## config.mk

```make
export PLATFORM = sky130hd
export DESIGN_NAME = epfdc_ctrl
export DESIGN_NICKNAME = d
export VERILOG_FILES = /design/src/include/epfdc_pkg.sv /design/src/rtl/epfdc_ctrl.sv
export VERILOG_INCLUDE_DIRS = /design/src /design/src/include
export SDC_FILE = /design/constraint.sdc
export NUM_CORES = 1
export LEC_CHECK = 0
export ABC_AREA = 1
export CAP_MARGIN = 10
export CORE_UTILIZATION = 25
export DETAILED_ROUTE_END_ITERATION = 12
export DONT_BUFFER_PORTS = 1
export REMOVE_ABC_BUFFERS = 1
export SYNTH_ARGS = -nofsm -noshare
export SYNTH_HDL_FRONTEND = slang
export SYNTH_SLANG_ARGS = --single-unit
```

## constraint.sdc

```tcl
create_clock -name clk -period 3 [get_ports clk]
set_clock_uncertainty 0.15 [all_clocks]
set_input_delay 0.15 -clock clk [delete_from_list [all_inputs] [get_ports clk]]
set_output_delay 0.15 -clock clk [all_outputs]
set_load 0.05 [all_outputs]
```

## src/include/epfdc_regs.svh

```systemverilog
// register offsets, field positions, reset values and timing counts
`ifndef EPFDC_REGS_SVH
`define EPFDC_REGS_SVH
`define EPFDC_ADDR_W 8
`define EPFDC_DATA_W 16
`define EPFDC_BC_ADDR 8'h00
`define EPFDC_BS_ADDR 8'h01
`define EPFDC_ADV_ADDR 8'h04
`define EPFDC_LP_ADDR 8'h05
`define EPFDC_EXP_ADDR 8'h06
`define EPFDC_RST_ADDR 8'h10
`define EPFDC_MFC_ADDR 8'h11
`define EPFDC_BC_RESET 15
`define EPFDC_BC_SPEED 13
`define EPFDC_BC_AN_EN 12
`define EPFDC_BC_RESTART 9
`define EPFDC_BC_DUPLEX 8
`define EPFDC_BS_AN_DONE 5
`define EPFDC_ADV_ASYM 11
`define EPFDC_ADV_SYM 10
`define EPFDC_ADV_ABIL_LSB 5
`define EPFDC_SELECTOR 5'h01
`define EPFDC_EXP_PAGE 1
`define EPFDC_EXP_LP_ABLE 0
`define EPFDC_RST_EMU 1
`define EPFDC_RST_DIGITAL 0
`define EPFDC_MFC_DUP_NOW 6
`define EPFDC_MFC_TX_NOW 5
`define EPFDC_MFC_RX_NOW 4
`define EPFDC_MFC_SEL 3
`define EPFDC_MFC_TX 1
`define EPFDC_MFC_RX 0
`define EPFDC_BC_RST_VAL 3'h7
`define EPFDC_ADV_ABIL_RST 4'hF
`define EPFDC_ADV_PAUSE_RST 2'h3
`define EPFDC_CLK_PERIOD_NS 10
`define EPFDC_EMU_RST_TIME_NS 102000
`define EPFDC_EMU_RST_CYC (`EPFDC_EMU_RST_TIME_NS / `EPFDC_CLK_PERIOD_NS)
`endif

```

## src/include/epfdc_pkg.sv

```systemverilog
// types shared by the emulated phy flow and duplex control
package epfdc_pkg;
  typedef enum logic [1:0] {ST_HOLD, ST_NEG, ST_DONE} epfdc_an_st_t;
  typedef struct packed {
    logic fd100;
    logic hd100;
    logic fd10;
    logic hd10;
  } epfdc_abil_t;
  typedef struct packed {
    logic [7:0] addr;
    logic [15:0] wdata;
    logic wr;
    logic rd;
  } epfdc_req_t;
  typedef struct packed {
    logic full_duplex;
    logic speed_100;
    logic tx_pause;
    logic rx_pause;
  } epfdc_port_cfg_t;
  typedef struct packed {
    logic [2:0] sync1;
    logic [2:0] sync2;
    logic [2:0] sync3;
    logic [2:0] pins;
    logic bc_speed;
    logic bc_an_en;
    logic bc_duplex;
    logic bc_reset;
    logic [1:0] adv_pause;
    epfdc_abil_t adv_abil;
    logic [1:0] loc_pause;
    logic [1:0] lp_pause;
    epfdc_abil_t lp_abil;
    logic lp_able;
    logic page_rx;
    logic an_done;
    logic res_full;
    logic res_100;
    epfdc_an_st_t an_st;
    logic [15:0] rst_cnt;
    logic mfc_sel;
    logic mfc_tx;
    logic mfc_rx;
    epfdc_port_cfg_t cfg;
    logic [15:0] rdata;
  } epfdc_state_t;
endpackage : epfdc_pkg

```

## src/rtl/epfdc_ctrl.sv

```systemverilog
// emulated phy pause resolution, port 0 duplex and soft resets
//
// Decided for this implementation: the register offsets and the strobed register port.
`timescale 1ns/10ps
`default_nettype none
`include "epfdc_regs.svh"

module epfdc_ctrl #(
  parameter int unsigned EMU_RST_CYC = `EPFDC_EMU_RST_CYC
) (
  input wire logic clk,
  input wire logic rst_n,
  input wire epfdc_pkg::epfdc_req_t req,
  output logic [15:0] rdata,
  input wire logic mac_mode,
  input wire logic eeprom_reload,
  input wire logic port0_duplex_input,
  input wire logic duplex_pol_strap,
  input wire logic speed_strap,
  output logic mdio_access_en,
  output logic emu_phy_in_reset,
  output epfdc_pkg::epfdc_port_cfg_t port0_cfg
);

  // all block state in one record; d is the next value of q
  epfdc_pkg::epfdc_state_t q;
  epfdc_pkg::epfdc_state_t d;

  // filtered pin views: 2 duplex pin, 1 polarity strap, 0 speed strap
  logic dup_in;
  logic dup_pol;
  logic spd_strap;
  assign dup_in = q.pins[2];
  assign dup_pol = q.pins[1];
  assign spd_strap = q.pins[0];

  // emulated partner default abilities from pin and straps
  logic pin_full;
  epfdc_pkg::epfdc_abil_t lp_dflt;
  epfdc_pkg::epfdc_abil_t common;
  assign pin_full = (dup_in == dup_pol);
  assign lp_dflt = '{fd100: spd_strap & pin_full, hd100: spd_strap,
                     fd10: ~spd_strap & pin_full, hd10: ~spd_strap};
  assign common = q.adv_abil & lp_dflt;

  // reset activity and restart sources
  // a restart that meets an active phy reset is dropped: the reset wins
  logic emu_rst;
  logic wr_bc;
  logic wr_adv;
  logic wr_rst;
  logic wr_mfc;
  logic restart;
  assign emu_rst = (q.rst_cnt != 16'h0000) | q.bc_reset;
  assign wr_bc = req.wr & (req.addr == `EPFDC_BC_ADDR);
  assign wr_adv = req.wr & (req.addr == `EPFDC_ADV_ADDR);
  assign wr_rst = req.wr & (req.addr == `EPFDC_RST_ADDR);
  assign wr_mfc = req.wr & (req.addr == `EPFDC_MFC_ADDR);
  assign restart = (wr_bc & req.wdata[`EPFDC_BC_RESTART])
                 | (wr_rst & req.wdata[`EPFDC_RST_DIGITAL])
                 | eeprom_reload;

  // duplex and speed currently in effect
  // mac mode has no negotiation, so with negotiation enabled the pin view is used unlatched; otherwise bc_duplex
  logic eff_full;
  logic eff_100;
  always_comb
  begin
    if (mac_mode)
    begin
      eff_100 = q.bc_speed;
      if (q.bc_an_en)
        eff_full = pin_full;
      else
        eff_full = q.bc_duplex;
    end
    else if (q.bc_an_en)
    begin
      eff_full = q.res_full;
      eff_100 = q.res_100;
    end
    else
    begin
      eff_full = q.bc_duplex;
      eff_100 = q.bc_speed;
    end
  end

  // pause resolution from latched local and partner bits
  // half duplex forces both automatic enables off
  // partner bits mirror the local ones, so only the symmetric bit decides
  logic ls;
  logic la;
  logic ps;
  logic pa;
  logic res_tx;
  logic res_rx;
  logic man;
  assign ls = q.loc_pause[1];
  assign la = q.loc_pause[0];
  assign ps = q.lp_pause[1];
  assign pa = q.lp_pause[0];
  assign res_tx = eff_full & ((ls & ps) | (~ls & la & ps & pa));
  assign res_rx = eff_full & ((ls & ps) | (ls & la & ~ps & pa));
  assign man = ~q.bc_an_en | q.mfc_sel | mac_mode;

  // next state of the whole block
  always_comb
  begin
    d = q;
    d.rdata = 16'h0000;
    // three-stage pin filter, a change counts once stages 2 and 3 agree
    // a glitch shorter than two clocks never reaches the filtered view
    d.sync1 = {port0_duplex_input, duplex_pol_strap, speed_strap};
    d.sync2 = q.sync1;
    d.sync3 = q.sync2;
    d.pins = (~(q.sync2 ^ q.sync3) & q.sync3) | ((q.sync2 ^ q.sync3) & q.pins);
    d.cfg.full_duplex = eff_full;
    d.cfg.speed_100 = eff_100;
    d.cfg.tx_pause = man ? q.mfc_tx : res_tx;
    d.cfg.rx_pause = man ? q.mfc_rx : res_rx;
    d.bc_reset = 1'b0;
    // reset counter is 16 bits: lengths above 65535 cycles would be cut
    if (q.rst_cnt != 16'h0000)
      d.rst_cnt = q.rst_cnt - 16'h0001;

    // register writes; emulated registers frozen while in reset
    if (wr_bc & ~emu_rst)
    begin
      d.bc_speed = req.wdata[`EPFDC_BC_SPEED];
      d.bc_an_en = req.wdata[`EPFDC_BC_AN_EN];
      d.bc_duplex = req.wdata[`EPFDC_BC_DUPLEX];
      d.bc_reset = req.wdata[`EPFDC_BC_RESET];
    end
    if (wr_adv & ~emu_rst)
    begin
      d.adv_pause = {req.wdata[`EPFDC_ADV_SYM], req.wdata[`EPFDC_ADV_ASYM]};
      d.adv_abil = req.wdata[`EPFDC_ADV_ABIL_LSB +: 4];
    end
    // chip reset bit may land at any time and restarts the count
    if (wr_rst & req.wdata[`EPFDC_RST_EMU])
      d.rst_cnt = EMU_RST_CYC[15:0];
    if (wr_mfc)
    begin
      // only the manual bits change; advertisement left alone
      d.mfc_sel = req.wdata[`EPFDC_MFC_SEL];
      d.mfc_tx = req.wdata[`EPFDC_MFC_TX];
      d.mfc_rx = req.wdata[`EPFDC_MFC_RX];
    end

    // negotiation sequencer
    unique case (q.an_st)
      epfdc_pkg::ST_HOLD:
      begin
        if (~emu_rst)
          d.an_st = epfdc_pkg::ST_NEG;
      end
      // result latched here; advert changes wait for the next restart
      epfdc_pkg::ST_NEG:
      begin
        d.an_st = epfdc_pkg::ST_DONE;
        if (q.bc_an_en)
        begin
          d.an_done = 1'b1;
          d.page_rx = 1'b1;
          d.loc_pause = q.adv_pause;
          d.lp_pause = q.adv_pause;
          if (common != 4'h0)
          begin
            d.lp_able = 1'b1;
            d.lp_abil = lp_dflt;
            d.res_100 = common.fd100 | common.hd100;
            d.res_full = common.fd100 | (~common.hd100 & common.fd10);
          end
          else
          begin
            d.lp_able = 1'b0;
            d.res_full = 1'b0;
            d.res_100 = spd_strap;
            d.lp_abil = '{fd100: 1'b0, hd100: spd_strap,
                          fd10: 1'b0, hd10: ~spd_strap};
          end
        end
      end
      // pin and strap changes alone never restart negotiation
      epfdc_pkg::ST_DONE:
      begin
        if (restart | (wr_bc & req.wdata[`EPFDC_BC_AN_EN] & ~q.bc_an_en))
        begin
          d.an_st = epfdc_pkg::ST_NEG;
          d.an_done = 1'b0;
          d.page_rx = 1'b0;
        end
      end
      // the spare state code falls back to hold
      default:
      begin
        d.an_st = epfdc_pkg::ST_HOLD;
      end
    endcase

    // emulated phy reset puts its registers back to defaults, except the partner page bits (lp_abil, lp_pause)
    if (emu_rst)
    begin
      {d.bc_speed, d.bc_an_en, d.bc_duplex} = `EPFDC_BC_RST_VAL;
      d.adv_abil = `EPFDC_ADV_ABIL_RST;
      d.adv_pause = `EPFDC_ADV_PAUSE_RST;
      d.an_done = 1'b0;
      d.page_rx = 1'b0;
      d.lp_able = 1'b0;
      d.an_st = epfdc_pkg::ST_HOLD;
    end

    // read data, valid in the cycle after the strobe
    // unmapped addresses read as zero
    if (req.rd)
    begin
      unique case (req.addr)
        `EPFDC_BC_ADDR:
        begin
          d.rdata[`EPFDC_BC_RESET] = emu_rst;
          d.rdata[`EPFDC_BC_SPEED] = q.bc_speed;
          d.rdata[`EPFDC_BC_AN_EN] = q.bc_an_en;
          d.rdata[`EPFDC_BC_DUPLEX] = q.bc_duplex;
        end
        `EPFDC_BS_ADDR:
          d.rdata[`EPFDC_BS_AN_DONE] = q.an_done;
        `EPFDC_ADV_ADDR:
        begin
          d.rdata[`EPFDC_ADV_SYM] = q.adv_pause[1];
          d.rdata[`EPFDC_ADV_ASYM] = q.adv_pause[0];
          d.rdata[`EPFDC_ADV_ABIL_LSB +: 4] = q.adv_abil;
          d.rdata[4:0] = `EPFDC_SELECTOR;
        end
        `EPFDC_LP_ADDR:
        begin
          d.rdata[`EPFDC_ADV_SYM] = q.lp_pause[1];
          d.rdata[`EPFDC_ADV_ASYM] = q.lp_pause[0];
          d.rdata[`EPFDC_ADV_ABIL_LSB +: 4] = q.lp_abil;
          d.rdata[4:0] = `EPFDC_SELECTOR;
        end
        `EPFDC_EXP_ADDR:
        begin
          d.rdata[`EPFDC_EXP_PAGE] = q.page_rx;
          d.rdata[`EPFDC_EXP_LP_ABLE] = q.lp_able;
        end
        `EPFDC_RST_ADDR:
          d.rdata[`EPFDC_RST_EMU] = (q.rst_cnt != 16'h0000);
        `EPFDC_MFC_ADDR:
        begin
          d.rdata[`EPFDC_MFC_DUP_NOW] = q.cfg.full_duplex;
          d.rdata[`EPFDC_MFC_TX_NOW] = q.cfg.tx_pause;
          d.rdata[`EPFDC_MFC_RX_NOW] = q.cfg.rx_pause;
          d.rdata[`EPFDC_MFC_SEL] = q.mfc_sel;
          d.rdata[`EPFDC_MFC_TX] = q.mfc_tx;
          d.rdata[`EPFDC_MFC_RX] = q.mfc_rx;
        end
        default:
          d.rdata = 16'h0000;
      endcase
    end
  end

  // state register; power-on and hardware reset start a negotiation
  always_ff @(posedge clk or negedge rst_n)
  begin
    if (!rst_n)
    begin
      q <= '0;
      {q.bc_speed, q.bc_an_en, q.bc_duplex} <= `EPFDC_BC_RST_VAL;
      q.adv_abil <= `EPFDC_ADV_ABIL_RST;
      q.adv_pause <= `EPFDC_ADV_PAUSE_RST;
      q.an_st <= epfdc_pkg::ST_NEG;
    end
    else
      q <= d;
  end

  // outputs
  // reset flag comes straight from state, so it rises one edge after the write
  assign rdata = q.rdata;
  assign port0_cfg = q.cfg;
  assign emu_phy_in_reset = emu_rst;
  assign mdio_access_en = ~mac_mode;

endmodule : epfdc_ctrl
`default_nettype wire

```

==> qor.csv <==
metric,value,unit
cellLeakagePower,1.937,nW
clock_slew_seen_by_the_registers_of_the_worst_setup_and_hold_paths,0.05,ns
htreeDepth,3,
cts_inserted_buffers,9,
path_cells,"inv_1, ha_1, nor3b_4, nand4_4, clkinv_2, nand2_2, o21ai_1, inv_1",
grt_setup_unrepaired,false,
worst_r2r_endpoint,q[61],
ys_warn_count,0,
clock_latency,0.32,ns
synth_edf_count,0,
synth_flop_cell,sky130_fd_sc_hd__dfrtp_1,
clock_tree.buffer_depth,2,
cts_resized,0,
ys_seq_elements,70,
first_pass_iters,4,
layout_common_cells,"85 x sky130_fd_sc_hd__nand2_1, 69 x sky130_fd_sc_hd__inv_1, 60 x sky130_fd_sc_hd__dfrtp_1, 42 x sky130_fd_sc_hd__nor2_1",
final.period_utilization,66.23,%
timing.critical_path.to_type,flop,
dieWidth,119.7,um
postSynth.asyncResetShare,100.0,%
synthesis.area_per_instance,8.433,sq um
num_clock_sinks,70,
antenna-diode-count,0,
port-buffer-count,0,
timing.final.hold_violations,0,
detail_placement_hpwl,5.610,mm
finish.utilization,30.85,%
die_area,14340,sq um
grt_antenna_before_repair,0,
synth_sequential_area_ratio,50.90,%
rows,42,
path_depth,8,
criticalPathCategory,reg2reg,
timing.hold.worst.class,in2reg,
gr-total-overflow,0,
vdd_ir_drop_max,0.2760,mV
detail_route.wirelength,7.524,mm
clock_tree.root_cell,sky130_fd_sc_hd__clkbuf_16,
met2_track_demand_over_resource,16.08,%
floorplan.initialDensity,25.86,%
grt_pass1_vias,2543,
worst-endpoint-arrival,2.09,ns
gp_routability_congestion,0.8459,
crit_end,q[61],
max-slew-margin-rel,65.80,%
transition_at_the_pin_with_the_smallest_max_transition_slack,0.5091,ns
startpoint_of_the_most_critical_register_to_register_path,q[23],
drtIter0Drc,153,
nNetsFinal,463,
ant_nets,0,
drv.max_cap_violation_count,0,
crit_path_frequent_cell,sky130_fd_sc_hd__inv_1,
wire_per_inst,12.35,um
critical_path.slowest_cell,sky130_fd_sc_hd__dfrtp_1,
route.vias.total,2601,
synthDistinctLibCells,38,
power_density,600.9,nW/um^2
critPathRequiredTime,3.10,ns
max_stage_delay,0.38,ns
grt_max_degree,71,
timing_max_transition_violations_final,0,
instance_count_of_the_mapped_netlist,411,
critical_path.top_delay_family,simple AND/OR/NAND/NOR gates,
grt_most_used_layer,met2,
regToRegSetupSlack,1.01,ns
setup_viol,0,
groute.layer.met1.usage,15.46,%
track_usage,11.25,%
final.hold.worst_slack,0.01766,ns
worst_setup_sp_type,flop,
timing.critical_path.buf_inv,3,
fmax,503.3,MHz
core,13400,sq um
avgViaCountPerCell,4.271,
final_period_minus_worst_setup_slack,1.987,ns
remaining_drc_errors,0,
most_common_cell_after_layout_fill_and_taps_aside,sky130_fd_sc_hd__nand2_1,
ff2ff_path_depth,8,
final_layout_size_suffix_gt1_share,12.93,%
use_met3,3.565,%
result_of_the_run,finished clean,
final.setup.tns,0,ns
syn2layout_area_growth,19.28,%
first_pass_grt_wire_length,12.55,mm
crit_path_max_fanout,8,
synth_area,3466,sq um
die_height,119.7,um
worstSetupStartpoint,q[23],
top_level_ports,55,
cts_tree,yes,
power breakdown:
group / internal (mW) / switching [mW]
sequential: 1.01 / 0.0786
clock: 0.774 / 0.377
combinational: 0.0949 / 0.147
cells by family after synthesis:
| kind of cell | after synthesis | share of synthesized area [%] |
|---|---|---|
| simple gates | 191 | 26.35 |
| buf+inv | 95 | 12.53 |
| flops | 70 | 50.90 |
| compound gates | 42 | 6.607 |
| fa+ha+maj | 5 | 1.588 |
| xor+xnor | 5 | 1.264 |
| mux | 2 | 0.6498 |
| other cells | 1 | 0.1082 |
registers in the layout, summed over array words and instances (netlist names), named ones only:
name and flops:
q 42, rdata 13, d 6, port0_cfg 4
pa 1, ps 1
worst min-delay path by stage:
| stage | from | endpoint | slack [ns] | cells after the start |
|---|---|---|---|---|
| floorplan | rst_n | asynchronous set/reset pin | -0.30 | 0 |
| global placement | rst_n | d[72] | -0.29 | 0 |
| detailed placement | rst_n | d[70] | -0.29 | 0 |
| CTS | req[1] | q[62] | 0.007 | 4 |
| global route | req[1] | q[62] | 0.04 | 4 |
| finish | req[1] | q[62] | 0.02 | 4 |
repair_timing:
item / CTS / global route
hold buffers: 25 / 0
buffers inserted: 0 / 0
endpoints found under the hold margin: 99 / 0
Yosys cell counts, types with 7 or more instances:
library cell,instances,area (sq um)
sky130_fd_sc_hd__nand2_1,85,319.1
sky130_fd_sc_hd__inv_1,69,259.0
sky130_fd_sc_hd__dfrtp_1,60,1501
sky130_fd_sc_hd__nor2_1,42,157.7
sky130_fd_sc_hd__nand3_1,24,120.1
sky130_fd_sc_hd__buf_4,20,150.1
sky130_fd_sc_hd__o21ai_0,17,85.08
sky130_fd_sc_hd__dfstp_2,10,262.8
sky130_fd_sc_hd__a21oi_1,8,40.04
sky130_fd_sc_hd__nor2_2,8,50.05
sky130_fd_sc_hd__o21ai_1,8,40.04
sky130_fd_sc_hd__nand4_1,7,43.79
worst reg2reg max path: stages, from the launching register on:
cell and delay, ns:
sky130_fd_sc_hd__dfrtp_1 0.38, sky130_fd_sc_hd__inv_1 0.10, sky130_fd_sc_hd__ha_1 0.18, sky130_fd_sc_hd__nor3b_4 0.24, sky130_fd_sc_hd__nand4_4 0.36, sky130_fd_sc_hd__clkinv_2 0.23, sky130_fd_sc_hd__nand2_2 0.09, sky130_fd_sc_hd__o21ai_1 0.12
sky130_fd_sc_hd__inv_1 0.05
cell type report:
class	instances	area (sq um)
clock inverters	3	67.56
inverters	74	279.0
well taps	176	220.2
flip-flops and latches	70	1764
fillers	1416	9266
repair buffers	25	267.8
multi-input cells	248	1275
clock buffers	13	260.3
per-layer routing:
metal  wire length (um)  up-vias
met5                  0        -
li1                   -     1299
met2               3198       57
met4                 70        0
met1               3760     1239
met3                495        6
metrics by stage:
step	std cells	total power, mW	cell area [sq um]	setup slack [ns]
4_1_cts	609	2.517	4134	0.9839
6_report	609	2.484	4134	1.013
5_1_grt	609	2.589	4134	0.7869
3_5_place_dp	568	1.297	3538	0.9892
3_3_place_gp	568	1.287	3538	0.9964
2_1_floorplan	392	1.247	3318	1.209
No activity file was read; power rests on OpenSTA's default activity.
